**src/hdl/cmc_consts.svh**
```systemverilog
// Constants of the common mode-control block: offsets, fields, reset values, counts
`ifndef CMC_CONSTS_SVH
`define CMC_CONSTS_SVH

// ************************************************************
// Register byte addresses on the bus
// ************************************************************
`define CMC_ADR_MODE 8'h00
`define CMC_ADR_FLAGS 8'h04
`define CMC_ADR_MASK 8'h08
`define CMC_ADR_STAT 8'h0c

// ************************************************************
// Mode control fields
// ************************************************************
`define CMC_BIT_SRST 7
`define CMC_BIT_WOL 5
`define CMC_BIT_PB 4
`define CMC_BIT_PPPOE 3
`define CMC_BIT_FORCE_ARP_ENABLE 1
`define CMC_MODE_WMASK 8'h3a
`define CMC_MODE_RST 8'h00
`define CMC_MODE_SRST_RD 8'h80

// ************************************************************
// Interrupt flags and mask
// ************************************************************
`define CMC_BIT_MP 4
`define CMC_FLAG_MP 8'h10
`define CMC_FLAG_IMPL 8'h10
`define CMC_FLAG_RST 8'h00
`define CMC_MASK_RST 8'h10

// ************************************************************
// Status fields
// ************************************************************
`define CMC_BIT_BUSY 0
`define CMC_BIT_IRQ 1

// ************************************************************
// Counts
// ************************************************************
// Software reset lasts this many cycles plus one
`define CMC_SRST_LAST 4'h7
`define CMC_SYNC_LEN 3'h6
`define CMC_SYNC_BYTE 8'hff

`endif

```
**src/hdl/cmc_pkg.sv**
```systemverilog
// Types shared by the common mode-control block
package cmc_pkg;

  typedef enum logic [1:0] {
    cmc_st_idle = 2'b01,
    cmc_st_srst = 2'b10
  } cmc_state_t;

  typedef struct packed {
    cmc_state_t state;
    logic [3:0] cnt;
    logic [7:0] mode;
    logic ack;
    logic [31:0] dat;
  } cmc_main_t;

  typedef struct packed {
    logic [7:0] flags;
    logic [7:0] mask;
  } cmc_irq_t;

  typedef struct packed {
    logic [2:0] cnt;
    logic ok;
    logic hit;
  } cmc_det_t;

endpackage

```
**src/hdl/cmc_magic_det.sv**
```systemverilog
// Magic packet sync-stream detector on the received UDP payload
`include "cmc_consts.svh"

module cmc_magic_det (
  input wire logic clk_i,
  input wire logic rst_i,
  input wire logic srst_i,
  input wire logic en_i,
  input wire logic rx_valid_i,
  input wire logic rx_first_i,
  input wire logic [7:0] rx_data_i,
  input wire logic rx_done_i,
  output logic hit_o
);

  cmc_pkg::cmc_det_t q;
  cmc_pkg::cmc_det_t d;
  logic [2:0] cnt_n;
  logic ok_n;

  // ************************************************************
  // Sync-stream counter
  // ************************************************************
  always_comb begin
    d = q;
    d.hit = 1'b0;
    cnt_n = q.cnt;
    ok_n = q.ok;
    if (rx_valid_i) begin
      if (rx_first_i) begin
        ok_n = (rx_data_i == `CMC_SYNC_BYTE);
        cnt_n = ok_n ? 3'h1 : 3'h0;
      end else if (q.ok && q.cnt != `CMC_SYNC_LEN) begin
        if (rx_data_i == `CMC_SYNC_BYTE) begin
          cnt_n = q.cnt + 3'h1;
        end else begin
          ok_n = 1'b0;
        end
      end
    end
    d.cnt = cnt_n;
    d.ok = ok_n;
    // Only a packet that completed cleanly counts
    if (rx_done_i) begin
      d.hit = en_i && ok_n && (cnt_n == `CMC_SYNC_LEN);
      d.cnt = 3'h0;
      d.ok = 1'b0;
    end
    if (srst_i) begin
      d = '0;
    end
  end

  always_ff @(posedge clk_i) begin
    if (rst_i) begin
      q <= '0;
    end else begin
      q <= d;
    end
  end

  assign hit_o = q.hit;
endmodule

```
**src/hdl/cmc_irq.sv**
```systemverilog
// Sticky interrupt flags, mask and active-low interrupt pin
`include "cmc_consts.svh"

module cmc_irq (
  input wire logic clk_i,
  input wire logic rst_i,
  input wire logic srst_i,
  input wire logic [7:0] set_i,
  input wire logic clr_we_i,
  input wire logic msk_we_i,
  input wire logic [7:0] wdat_i,
  output logic [7:0] flags_o,
  output logic [7:0] mask_o,
  output logic irq_n_o
);

  cmc_pkg::cmc_irq_t q;
  cmc_pkg::cmc_irq_t d;
  logic [7:0] clr;

  // ************************************************************
  // Flags: write one to clear, a new event wins over the clear
  // ************************************************************
  always_comb begin
    d = q;
    clr = clr_we_i ? wdat_i : 8'h00;
    d.flags = ((q.flags & ~clr) | set_i) & `CMC_FLAG_IMPL;
    if (msk_we_i) begin
      d.mask = wdat_i & `CMC_FLAG_IMPL;
    end
    if (srst_i) begin
      d.flags = `CMC_FLAG_RST;
      d.mask = `CMC_MASK_RST;
    end
  end

  always_ff @(posedge clk_i) begin
    if (rst_i) begin
      q.flags <= `CMC_FLAG_RST;
      q.mask <= `CMC_MASK_RST;
    end else begin
      q <= d;
    end
  end

  assign flags_o = q.flags;
  assign mask_o = q.mask;
  // Pin stays low until every unmasked flag is cleared
  assign irq_n_o = ~|(q.flags & q.mask);
endmodule

```
**src/hdl/cmc_top.sv**
```systemverilog
// Common mode-control register bank with Wishbone slave and interrupt
// Operation
// - The mode control register is an eight-bit register at offset 0x0000 that resets to 0x00.
// - Writing one to bit 7 returns every internal register of the device to its reset value.
// - Bit 7 clears itself once the reinitialisation ends, so later reads return zero.
// - Bit 5 enables wake-on-LAN detection when one and disables it when zero.
// - With wake-on-LAN on, a correctly processed magic packet drives the interrupt pin low.
// - A magic packet counts only if its payload starts with six bytes of all ones.
// - Bit 4 one suppresses replies to incoming ping requests, zero lets them through.
// - Bit 3 switches PPPoE operation on when one and off when zero.
// - Bit 1 one forces an ARP request before every data transmission.
// - A magic packet seen with wake-on-LAN on sets bit 4 of the interrupt flags.
// - The interrupt pin stays low while a flag is set; the host clears a flag by writing one. Here the pin goes low only for a flag whose mask bit is set.
`include "cmc_consts.svh"

module cmc_top (
  input wire logic clk_i,
  input wire logic rst_i,
  // Wishbone classic slave
  input wire logic wb_cyc_i,
  input wire logic wb_stb_i,
  input wire logic wb_we_i,
  input wire logic [7:0] wb_adr_i,
  input wire logic [3:0] wb_sel_i,
  input wire logic [31:0] wb_dat_i,
  output logic [31:0] wb_dat_o,
  output logic wb_ack_o,
  // Received UDP payload from the protocol engine, same clock
  input wire logic rx_valid_i,
  input wire logic rx_first_i,
  input wire logic [7:0] rx_data_i,
  input wire logic rx_done_i,
  // Mode controls to the protocol engines, and the interrupt pin
  output logic wake_on_lan_enable_o,
  output logic ping_block_enable_o,
  output logic pppoe_enable_o,
  output logic force_arp_enable_o,
  output logic soft_reset_o,
  output logic interrupt_out_n_o
);

  cmc_pkg::cmc_main_t q;
  cmc_pkg::cmc_main_t d;

  logic req;
  logic wr_fire;
  logic wr_mode;
  logic srst_go;
  logic busy;
  logic [31:0] rd;
  logic magic_hit;
  logic [7:0] irq_set;
  logic [7:0] flags;
  logic [7:0] mask;
  logic irq_n;

  // ************************************************************
  // Bus decode
  // ************************************************************
  // Writes land at the edge where the master samples ack
  assign req = wb_cyc_i && wb_stb_i;
  assign busy = (q.state == cmc_pkg::cmc_st_srst);
  assign wr_fire = req && wb_we_i && q.ack && wb_sel_i[0] && !busy;
  assign wr_mode = wr_fire && (wb_adr_i == `CMC_ADR_MODE);
  assign srst_go = wr_mode && wb_dat_i[`CMC_BIT_SRST];

  always_comb begin
    case (wb_adr_i)
      `CMC_ADR_MODE: begin
        // Bit 7 reads one only while the reinitialisation runs
        rd = {24'h000000, q.mode | (busy ? `CMC_MODE_SRST_RD : 8'h00)};
      end
      `CMC_ADR_FLAGS: begin
        rd = {24'h000000, flags};
      end
      `CMC_ADR_MASK: begin
        rd = {24'h000000, mask};
      end
      `CMC_ADR_STAT: begin
        rd = {30'h00000000, ~irq_n, busy};
      end
      default: begin
        rd = 32'h00000000;
      end
    endcase
  end

  // ************************************************************
  // Mode register and software reset sequencer
  // ************************************************************
  always_comb begin
    d = q;
    d.ack = req && !q.ack;
    if (req && !q.ack) begin
      d.dat = rd;
    end
    case (q.state)
      cmc_pkg::cmc_st_idle: begin
        if (srst_go) begin
          d.state = cmc_pkg::cmc_st_srst;
          d.cnt = `CMC_SRST_LAST;
          d.mode = `CMC_MODE_RST;
        end else if (wr_mode) begin
          // Reserved positions are masked off on the way in
          d.mode = wb_dat_i[7:0] & `CMC_MODE_WMASK;
        end
      end
      cmc_pkg::cmc_st_srst: begin
        d.mode = `CMC_MODE_RST;
        if (q.cnt == 4'h0) begin
          d.state = cmc_pkg::cmc_st_idle;
        end else begin
          d.cnt = q.cnt - 4'h1;
        end
      end
      default: begin
        d.state = cmc_pkg::cmc_st_idle;
        d.cnt = 4'h0;
        d.mode = `CMC_MODE_RST;
      end
    endcase
  end

  always_ff @(posedge clk_i) begin
    if (rst_i) begin
      q.state <= cmc_pkg::cmc_st_idle;
      q.cnt <= 4'h0;
      q.mode <= `CMC_MODE_RST;
      q.ack <= 1'b0;
      q.dat <= 32'h00000000;
    end else begin
      q <= d;
    end
  end

  // ************************************************************
  // Magic packet detection and interrupt
  // ************************************************************
  cmc_magic_det u_det (
    .clk_i(clk_i),
    .rst_i(rst_i),
    .srst_i(busy),
    .en_i(q.mode[`CMC_BIT_WOL]),
    .rx_valid_i(rx_valid_i),
    .rx_first_i(rx_first_i),
    .rx_data_i(rx_data_i),
    .rx_done_i(rx_done_i),
    .hit_o(magic_hit)
  );

  assign irq_set = magic_hit ? `CMC_FLAG_MP : 8'h00;

  cmc_irq u_irq (
    .clk_i(clk_i),
    .rst_i(rst_i),
    .srst_i(busy),
    .set_i(irq_set),
    .clr_we_i(wr_fire && (wb_adr_i == `CMC_ADR_FLAGS)),
    .msk_we_i(wr_fire && (wb_adr_i == `CMC_ADR_MASK)),
    .wdat_i(wb_dat_i[7:0]),
    .flags_o(flags),
    .mask_o(mask),
    .irq_n_o(irq_n)
  );

  // ************************************************************
  // Outputs
  // ************************************************************
  assign wb_ack_o = q.ack;
  assign wb_dat_o = q.dat;
  assign wake_on_lan_enable_o = q.mode[`CMC_BIT_WOL];
  assign ping_block_enable_o = q.mode[`CMC_BIT_PB];
  assign pppoe_enable_o = q.mode[`CMC_BIT_PPPOE];
  assign force_arp_enable_o = q.mode[`CMC_BIT_FORCE_ARP_ENABLE];
  // Engines elsewhere reinitialise while this is high
  assign soft_reset_o = busy;
  assign interrupt_out_n_o = irq_n;
endmodule

```
**config.mk**
```make
export PLATFORM = sky130hd
export DESIGN_NAME = cmc_top
export DESIGN_NICKNAME = d
export VERILOG_FILES = /design/src/hdl/cmc_pkg.sv /design/src/hdl/cmc_magic_det.sv /design/src/hdl/cmc_irq.sv /design/src/hdl/cmc_top.sv
export VERILOG_INCLUDE_DIRS = /design/src /design/src/hdl
export SDC_FILE = /design/constraint.sdc
export NUM_CORES = 1
export LEC_CHECK = 0
export BUFFER_PORTS_ARGS = -buffer_cell sky130_fd_sc_hd__buf_2
export CORE_MARGIN = 3
export CORE_UTILIZATION = 38
export DETAILED_ROUTE_END_ITERATION = 16
export PLACE_DENSITY_LB_ADDON = 0.3
export SYNTH_ARGS = -nofsm -noshare
export SYNTH_HDL_FRONTEND = slang
export SYNTH_SLANG_ARGS = --single-unit
```
**constraint.sdc**
```tcl
create_clock -name clk_i -period 2.06 [get_ports clk_i]
set_input_delay 0.103 -clock clk_i [delete_from_list [all_inputs] [get_ports clk_i]]
set_output_delay 0.103 -clock clk_i [all_outputs]
set_load 0.03 [all_outputs]
```
-- Word level (Yosys, flattened, before mapping)
Index checks and enable logic that the tools add are counted.
- add/sub/neg operators: 2
- equal/unequal tests: 12
- mux-type cells: 19
- bitwise logic cells: 6
- reduce and logical (&&, ||, !) cells: 24
- operators with widths (kind ; count):
    $pmux W8 S4 ; 1
    $pmux W14 S2 ; 1
    $mux W8 ; 3
    $eq A8 B4 Y1 const B ; 2
    $logic_and A1 B1 Y1 ; 13
    $mux W3 ; 4
    $and A5 B5 Y5 ; 2
    $mux W5 ; 2
    $eq A8 B3 Y1 const B ; 1
    $eq A8 B8 Y1 const B ; 1
    $logic_not A8 Y1 ; 1
    $or A8 B8 Y8 ; 1
    $reduce_or A8 Y1 ; 1
    $mux W6 ; 1
    $ne A3 B3 Y1 const B ; 2
    $reduce_or A3 Y1 ; 2
    $mux W1 ; 5
    $not A5 Y5 ; 1
    $or A5 B5 Y5 ; 1
    $logic_not A4 Y1 ; 1
    $mux W4 ; 1
    $ne A2 B2 Y1 const B ; 2
    $reduce_and A2 Y1 ; 2
    $sub A4 B1 Y4 const B ; 1
    9 further kinds ; 11
- bits in registers: 54
- logic and storage cells: 73

-- Longest topological paths before layout
Gate-level depths: netlist of run 1.
- depth after elaboration: 10
- depth in mapped cells: 7
- mapped depth without buffers: 7

-- Modules after synthesis
Synthesis of run 1 repeated with hierarchy kept, for this count alone.
- cell total of the unflattened synthesis: 228
- area, all modules: 1921.8 µm²
- modules (own cells, without submodules) (module ; times used ; cells each ; area each (µm²)):
    cmc_top ; 1 ; 172 ; 1426.4
    cmc_magic_det ; 1 ; 33 ; 310.3
    cmc_irq ; 1 ; 23 ; 185.2

-- Worst setup path before layout of run 1
Ideal clock, no wire load.
- path kind: flip-flop to flip-flop
- start point: register q[45] (netlist name)
- end point: register q[45] (netlist name)
- library setup time: 0.122 ns
- arrival: 2.005 ns
- path slack: -0.067 ns
- cell stages (with the launch flop): 8
- cell sequence: dfxtp_1 inv_1 ha_1 and4b_1 nand4_2 o41ai_4 nand2_1 a221o_1
- cells in the longest elaborated chain, start to end: 7
- ends and longest elaborated chain (what ; RTL line ; text):
    start, declared ; cmc_top.sv:42 ; cmc_pkg::cmc_main_t q;
    $eq A2 B2 Y1 * ; cmc_top.sv:62 ; assign busy = (q.state == cmc_pkg::cmc_st_srst);
    named net soft_reset_o ; cmc_top.sv:38 ; output logic soft_reset_o,
    $logic_not A1 Y1 ; cmc_top.sv:63 ; assign wr_fire = req && wb_we_i && q.ack && wb_sel_i[0] && !busy;
    $logic_and A1 B1 Y1 ; cmc_top.sv:63 ;
    $logic_and A1 B1 Y1 ; cmc_top.sv:64 ; assign wr_mode = wr_fire && (wb_adr_i == `CMC_ADR_MODE);
    $logic_and A1 B1 Y1 ; cmc_top.sv:65 ; assign srst_go = wr_mode && wb_dat_i[`CMC_BIT_SRST];
    $ne A2 B2 Y1 (no line) ; -- ;
    $reduce_and A2 Y1 (no line) ; -- ;
The timed path passes the listed nets; every way through them passes the cells marked *.
A chain may end at the register's enable or synchronous reset.

-- Worst setup path in the final report of run 1
- start point: register q[45] (netlist name)
- end point: register q[42] (netlist name)
- cells in the longest elaborated chain, start to end: 7
- ends and longest elaborated chain (what ; RTL line):
    $eq A2 B2 Y1 ; cmc_top.sv:62, cmc_top.sv:97
    $logic_not A1 Y1 ; cmc_top.sv:63
    $logic_and A1 B1 Y1 ; cmc_top.sv:63
    $logic_and A1 B1 Y1 ; cmc_top.sv:64
    $logic_and A1 B1 Y1 ; cmc_top.sv:65
    $ne A2 B2 Y1 (no line) ; --
    $reduce_and A2 Y1 (no line) ; --
Several ways; a longest one is shown, not always the timed one.

==> results of run 1 <==
-- stage by stage --
stage	power, mW	instance area (µm²)
floorplan	1.17	1670
global placement	1.34	1730
detailed placement	1.35	1730
CTS	1.78	1800
global route	1.91	1820
finish	1.79	1820
-- layout make-up --
cell class	count	area share [%]
clock inverter	1	1.65
tap	48	3.30
clock buffer	3	2.27
multi-input combinational	138	48.8
inverter	13	2.68
sequential	24	26.4
timing repair buffer	50	14.9
-- how the worst max path moves through the flow --
stage	from	to	cells past startpoint
CTS	q[45]$_SDFFE_PP1P_	q[42]$_SDFFE_PP0P_	8
finish	q[45]$_SDFFE_PP1P_	q[42]$_SDFFE_PP0P_	8
global placement	q[45]$_SDFFE_PP1P_	q[42]$_SDFFE_PP0P_	8
global route	u_det.q[2]$_SDFF_PP0_	u_det.hit_o$_SDFF_PP0_	7
detailed placement	q[45]$_SDFFE_PP1P_	q[42]$_SDFFE_PP0P_	8
floorplan	q[45]$_SDFFE_PP1P_	q[45]$_SDFFE_PP1P_	7
-- repair_timing --
action	in CTS	in global routing
endpoints found under the setup margin	0	2
setup buffers	0	1
gates resized for setup	0	1
-- synth_stat cells, drive strengths merged --
cell type and instances:
nor3 6, o41ai 3, o31ai 2, and4b 1, and2 1, mux2i 5
ha 7, dfxtp 24, nand4bb 1, or4 1, o21a 2, a21oi 6
nand3 7, a21o 1, a31oi 1, nor3b 3, inv 13, nor2 15
a41oi 1, nand3b 1, and3 1, nor4b 2, buf 32, a211o 2
clkbuf 6, nand2 11, nor4 3, a22oi 4, o221ai 1, nand2b 10
nand4 4, a221o 1, o22ai 1, o21ai 8, conb 1
-- flip-flops by register name, summed over array words and instances, names as in the netlist --
signal and flops:
force_arp_enable_o 1, u_det.hit_o 1, pppoe_enable_o 1, ping_block_enable_o 1, wb_dat_o 6, wake_on_lan_enable_o 1
q 6, u_det.q 4, u_irq.mask_o 1, wb_ack_o 1, u_irq.flags_o 1
-- tightest hold or removal path: stages --
cell and delay, ns:
sky130_fd_sc_hd__buf_2 0.07, sky130_fd_sc_hd__nand3_1 0.05, sky130_fd_sc_hd__o21ai_0 0.06
-- kinds of logic after synthesis --
group	share of synthesized area, %
flops	30.7
buf+inv	19.9
simple gates	24.8
fa+ha+maj	5.60
compound gates	15.5
mux	3.20
other cells	0.240
-- power by group through the flow --
| stage | Sequential [mW] | Combinational [mW] | Clock, mW |
|---|---|---|---|
| 6_report | 0.570 | 0.807 | 0.411 |
| 5_1_grt | 0.577 | 0.887 | 0.444 |
| 4_1_cts | 0.569 | 0.784 | 0.424 |
| 3_5_place_dp | 0.579 | 0.775 | 0 |
| 3_3_place_gp | 0.579 | 0.761 | 0 |
| 2_1_floorplan | 0.598 | 0.569 | 0 |
-- layer usage --
metal / up-vias / part of all wire [%] / global-route usage, % / wire length [µm]
met2: 45 / 50 / 23.5 / 1560
met1: 593 / 44 / 14.6 / 1380
li1: 678 / - / - / -
met5: - / 0 / 0 / 0
met3: 2 / 6.4 / 3.74 / 202
met4: 0 / 0.41 / 1.91 / 13
==> results.md, run 1 <==
* Internal portion of total power at 1.13 mW
* Antenna violations before repair at 0
* Post-route clock period utilization at 89.8%
* Worst r2r path cells at 8
* Number of clock sinks seen by CTS at 24
* Utilization after layout at 47.9%
* Worst-Skew Late Latency at 0.26 ns
* TritonCTS Buffers at 3
* Worst-case clock buffer depth at 2
* Count of pins on the block boundary at 99
* Vias in the first global route at 1201
* Register-to-register setup slack at 0.21 ns
* Final routed wire length divided by cell count at 11.4 µm
* Register bit total from synthesis at 24
* Hold-critical path endpoint: wake_on_lan_enable_o$_SDFFE_PP0P_
* Cell Area, Synth at 0.00156 mm²
* Switching share of power at 36.8%
* Final worst clock skew at 0.00413 ns
* Total negative setup slack at 0 ns
* Maximum number of pins on one net before global-route repair at 25
* Total of max-cap violations at 0
* Count of filler cells inserted in the layout at 397
* Fin worst setup slack at 0.210 ns
* Leakage power at 0.827 nW
* Proportion of layout cells with a drive suffix above 1 at 27.1%
* Number of stages on the worst hold path at 3
* Worst slack, placed at 0.132 ns
* Effective utilization at floorplan at 41.2%
* Max Freq at 540 MHz
* Critical path capture point type: flop
* Clock Tree Root: sky130_fd_sc_hd__clkbuf_8
* Commonest cells after routing, fill and taps aside: sky130_fd_sc_hd__buf_2 (42), sky130_fd_sc_hd__conb_1 (26), sky130_fd_sc_hd__dfxtp_1 (24)
* Relative contribution of sequential cells to total power at 31.9%
* Global-route wire length before repair at 5.20 mm
* Reg-to-Reg End: q[42]$_SDFFE_PP0P_
* Endpoint required time on the critical path at 2.22 ns
* Power Density at 983 mW/mm²
* Global-route congestion overflow total at 0
* Post-CTS Hold Buffers at 0
* Register area share after synthesis at 30.7%
* Most common cell after layout, fill and taps aside: sky130_fd_sc_hd__buf_2
* Top cell type by total area after synthesis: sky130_fd_sc_hd__dfxtp_1
* Switching power summed over all nets at 0.657 mW
* Tightest Hold Check Type: input port to flop
* Share of total power in the clock network at 23.0%
* Cell total after placement at 272
* Logic gate share of total power at 45.1%
* Width of the die at 70.2 µm
* Startpoint-to-endpoint class of the critical path: flop to flop
* Number of remaining DRC errors at 0
* GRT Util Overall at 12.7%
* Tmin final at 1.85 ns
* H-tree levels at 1
* Setup repair after global routing missed its margin: false
* Outcome: finished clean
* Critical-path cell with the highest stage delay: sky130_fd_sc_hd__dfxtp_1
* Clock transition time at the flip-flop clock pins of the worst setup and hold paths at 0.09 ns
* Wire length reported by the detailed router at 3.16 mm
* Sequential cell area at 480 µm²
* Origin of the critical flop-to-flop path: q[45]$_SDFFE_PP1P_
* Routed via count divided by cell count at 4.76
* Peak supply drop at 0.000560 V
* Number of antenna repair diodes at 0
* Final layout net count at 297
* Top area cells in the synthesized netlist: sky130_fd_sc_hd__dfxtp_1 (31%), sky130_fd_sc_hd__buf_4 (15%), sky130_fd_sc_hd__ha_1 (5.6%), sky130_fd_sc_hd__nand2b_1 (4.0%), sky130_fd_sc_hd__nor2_1 (3.6%)
* Critical path launch point type: flop
* First-pass detailed-route iteration total at 4
* Final hold violation count at 0
* CP delay by family, top: compound AO/OA/AOI/OAI gates
* Core region area at 0.00380 mm²
* TritonCTS clock tree: yes
* Worst EP arrival at 2.01 ns
* Hold path startpoint: wb_dat_i[5]
* Post-Syn Instances at 188
* Count of vias placed by the detailed router at 1318
* Detailed-placement wirelength estimate at 2.48 mm
* Starting DRT DRC Count at 75
* Worst hold slack at 0.0461 ns
* Count of final max-slew check failures at 0
* Fin cells at 277
* Portion of synthesized cell area occupied by the leading cell type at 30.7%
* Overall die area at 0.00492 mm²
* Sum of buffers and inverters on the critical path at 2
* Area of the multi-input gates at 887 µm²
* Die Y at 70.2 µm
* Highest net fanout along the worst path at 5
* Peak per-stage delay on the critical path at 0.33 ns
* Cell Chain, Critical Path: inv_1, ha_4, and4b_1, nand4_2, o41ai_4, buf_4, nand2_2, o41ai_1
* Post-Syn Area per Cell at 8.32 µm²
* Count of final setup violators at 0
* Number of routed nets with antenna violations at 0
* Layout-stage area growth over the synthesis result at 16.2%
* Count of yosys warnings during synthesis at 0
* Number of distinct standard cells referenced by the synthesized netlist at 40
* Routability congestion estimate from global placement at 0.844
* Number of placement rows at 22
* IO buf count at 42
Note: power is estimated with default switching activity, not from simulation.
==> inputs of run 2 (changes only) <==
CORE_UTILIZATION = 41   (was 38)
CTS_CLUSTER_SIZE = 40   (was unset)
SYNTH_HIERARCHICAL = 1   (was unset)
==> run 2 against run 1 <==
Global-route usage grew 1.4 points. Critical path type unchanged. Via count grew 18%. Power shrank 46%. Hold slack gained 0.033 ns. Count of clock-buffer cells in the layout is the same.
==> results.md, run 2 <==
* Count of final max-slew check failures at 0
* Width of the die at 74.5 µm
* Die Y at 74.5 µm
* Total of max-cap violations at 0
* Wire length reported by the detailed router at 3.84 mm
* Critical path capture point type: flop
* Outcome: finished clean
* Clock Tree Root: sky130_fd_sc_hd__clkbuf_8
* TritonCTS clock tree: yes
* Count of yosys warnings during synthesis at 6
* Max Freq at 516 MHz
* Power Density at 463 mW/mm²
* Leakage power at 0.930 nW
* Top cell type by total area after synthesis: sky130_fd_sc_hd__dfxtp_1
* Resize count post-CTS at 0
* Tightest Hold Check Type: input port to flop
* Global-route wire length before repair at 6.26 mm
* Count of vias placed by the detailed router at 1551
* Highest net fanout along the worst path at 10
* Critical path launch point type: flop
* Worst hold slack at 0.0791 ns
* Cell Area, Synth at 0.00192 mm²
* Top area cells in the synthesized netlist: sky130_fd_sc_hd__dfxtp_1 (27%), sky130_fd_sc_hd__buf_4 (18%), sky130_fd_sc_hd__ha_1 (4.6%), sky130_fd_sc_hd__a21oi_1 (3.1%), sky130_fd_sc_hd__a22oi_1 (3.1%)
* Count of filler cells inserted in the layout at 457
* Register-to-register setup slack at 0.12 ns
* Register bit total from synthesis at 26
* Post-CTS setup buffer count at 0
* Most common library cells after synthesis: sky130_fd_sc_hd__buf_4 (46), sky130_fd_sc_hd__dfxtp_1 (26), sky130_fd_sc_hd__nor2_1 (13), sky130_fd_sc_hd__a21oi_1 (12)
* Worst-case clock buffer depth at 2
* TritonCTS Buffers at 3
* Most common cell in the netlist: sky130_fd_sc_hd__buf_4
* Count of pins on the block boundary at 99
* Worst slack, placed at 0.0549 ns
* Number of distinct standard cells referenced by the synthesized netlist at 53
* Core region area at 0.00444 mm²
* Routability congestion estimate from global placement at 0.839
* Post-route clock period utilization at 94.1%
* Post-Syn Instances at 228
* Worst EP arrival at 2.15 ns
* H-tree levels at 1
* Endpoint required time on the critical path at 2.27 ns
* Detailed-placement wirelength estimate at 3.10 mm
* Starting DRT DRC Count at 96
* Number of remaining DRC errors at 0
* Final routed wire length divided by cell count at 12.1 µm
* Maximum number of pins on one net before global-route repair at 21
* Portion of synthesized cell area occupied by the leading cell type at 27.1%
* Routed via count divided by cell count at 4.88
* Proportion of layout cells with a drive suffix above 1 at 27.1%
* Number of routed nets with antenna violations at 0
* Number of placement rows at 24
* Final hold violation count at 0
* Flip-flop cell with the highest count after synthesis: sky130_fd_sc_hd__dfxtp_1
* Number of clock sinks seen by CTS at 26
* Peak supply drop at 0.000227 V
* Commonest cells after routing, fill and taps aside: sky130_fd_sc_hd__buf_2 (44), sky130_fd_sc_hd__conb_1 (38), sky130_fd_sc_hd__dfxtp_1 (26)
* Vias in the first global route at 1375
* Post-synth EDFFs at 0
* Antenna violations before repair at 0
* Worst-Skew Late Latency at 0.27 ns
* Clock transition time at the flip-flop clock pins of the worst setup and hold paths at 0.09 ns
* Register area share after synthesis at 27.1%
* First-pass detailed-route iteration total at 4
* Setup repair after global routing missed its margin: false
* Layout-stage area growth over the synthesis result at 8.46%
* FFs w/ async S/R, synth at 0%
* Tmin final at 1.94 ns
* GRT Util Overall at 14.1%
* Startpoint-to-endpoint class of the critical path: flop to flop
* IO buf count at 44
* Max reg flops at 8
* Effective utilization at floorplan at 43.2%
* Overall die area at 0.00555 mm²
* Fin worst setup slack at 0.122 ns
* Final worst clock skew at 0.00756 ns
* Global-route congestion overflow total at 0
* Post-Syn Area per Cell at 8.43 µm²
* Total negative setup slack at 0 ns
* Final layout net count at 335
* Count of final setup violators at 0
* Number of antenna repair diodes at 0
* Most common cell after layout, fill and taps aside: sky130_fd_sc_hd__buf_2
* Post-CTS Hold Buffers at 0
## run 2: cells by family (layout without fill, tap and decap cells)
family | count (synthesis) | in the layout | synth area share [%]
simple gates | 76 | 76 | 25.4
buf+inv | 64 | 66 | 21.5
compound gates | 45 | 45 | 16.3
flops | 26 | 26 | 27.1
fa+ha+maj | 7 | 7 | 4.56
mux | 7 | 7 | 4.36
other cells | 2 | 38 | 0.391
xor+xnor | 1 | 1 | 0.456
## run 2: path summary, 6_finish.rpt
check | start | to | cells after the start
setup / recovery | q[45]$_SDFFE_PP1P_ | q[42]$_SDFFE_PP0P_ | 6
hold / removal | wb_dat_i[1] | force_arp_enable_o$_SDFFE_PP0P_ | 3
setup reg to reg | q[45]$_SDFFE_PP1P_ | q[42]$_SDFFE_PP0P_ | 6
hold reg to reg | wb_dat_o[6]$_SDFFE_PP0P_ | wb_dat_o[6]$_SDFFE_PP0P_ | 2
## run 2: cell type report
class / count / area, µm² / area share, %
clock buffer: 3 / 41.3 / 1.98
inverter: 11 / 41.3 / 1.98
multi-input combinational: 174 / 1140 / 54.5
sequential: 26 / 520 / 25.0
tap: 52 / 65.1 / 3.12
timing repair buffer: 52 / 280 / 13.4
## run 2: per-layer routing
layer,track usage (%),up-vias,share of wire (%)
met1,18.2,704,44
met2,24.2,50,49
met5,0,-,0
met3,3.65,2,6.6
li1,-,795,-
met4,2.37,0,0.26
## run 2: metrics by stage
step / power, mW / util [%] / area, µm² / std cells
after floorplan: 0.688 / - / 2070 / 264
after global placement: 0.680 / 46.0 / 2040 / 315
after detailed placement: 0.680 / 46.0 / 2040 / 315
after CTS: 0.977 / 46.9 / 2080 / 318
after global routing: 1.01 / 46.9 / 2080 / 318
final: 0.965 / 46.9 / 2080 / 318
## run 2: power breakdown
part / internal (mW) / total (mW) / switching, mW
Clock: 0.131 / 0.295 / 0.164
Combinational: 0.0478 / 0.163 / 0.115
Sequential: 0.504 / 0.507 / 0.00257
Total: 0.684 / 0.965 / 0.281
## run 2: worst max-delay path, cell delays in order, from the launching register on
cell	delay (ns)
sky130_fd_sc_hd__dfxtp_1	0.37
sky130_fd_sc_hd__inv_1	0.09
sky130_fd_sc_hd__ha_4	0.20
sky130_fd_sc_hd__nand4b_1	0.21
sky130_fd_sc_hd__o41a_1	0.47
sky130_fd_sc_hd__or4_1	0.41
sky130_fd_sc_hd__a21oi_1	0.12
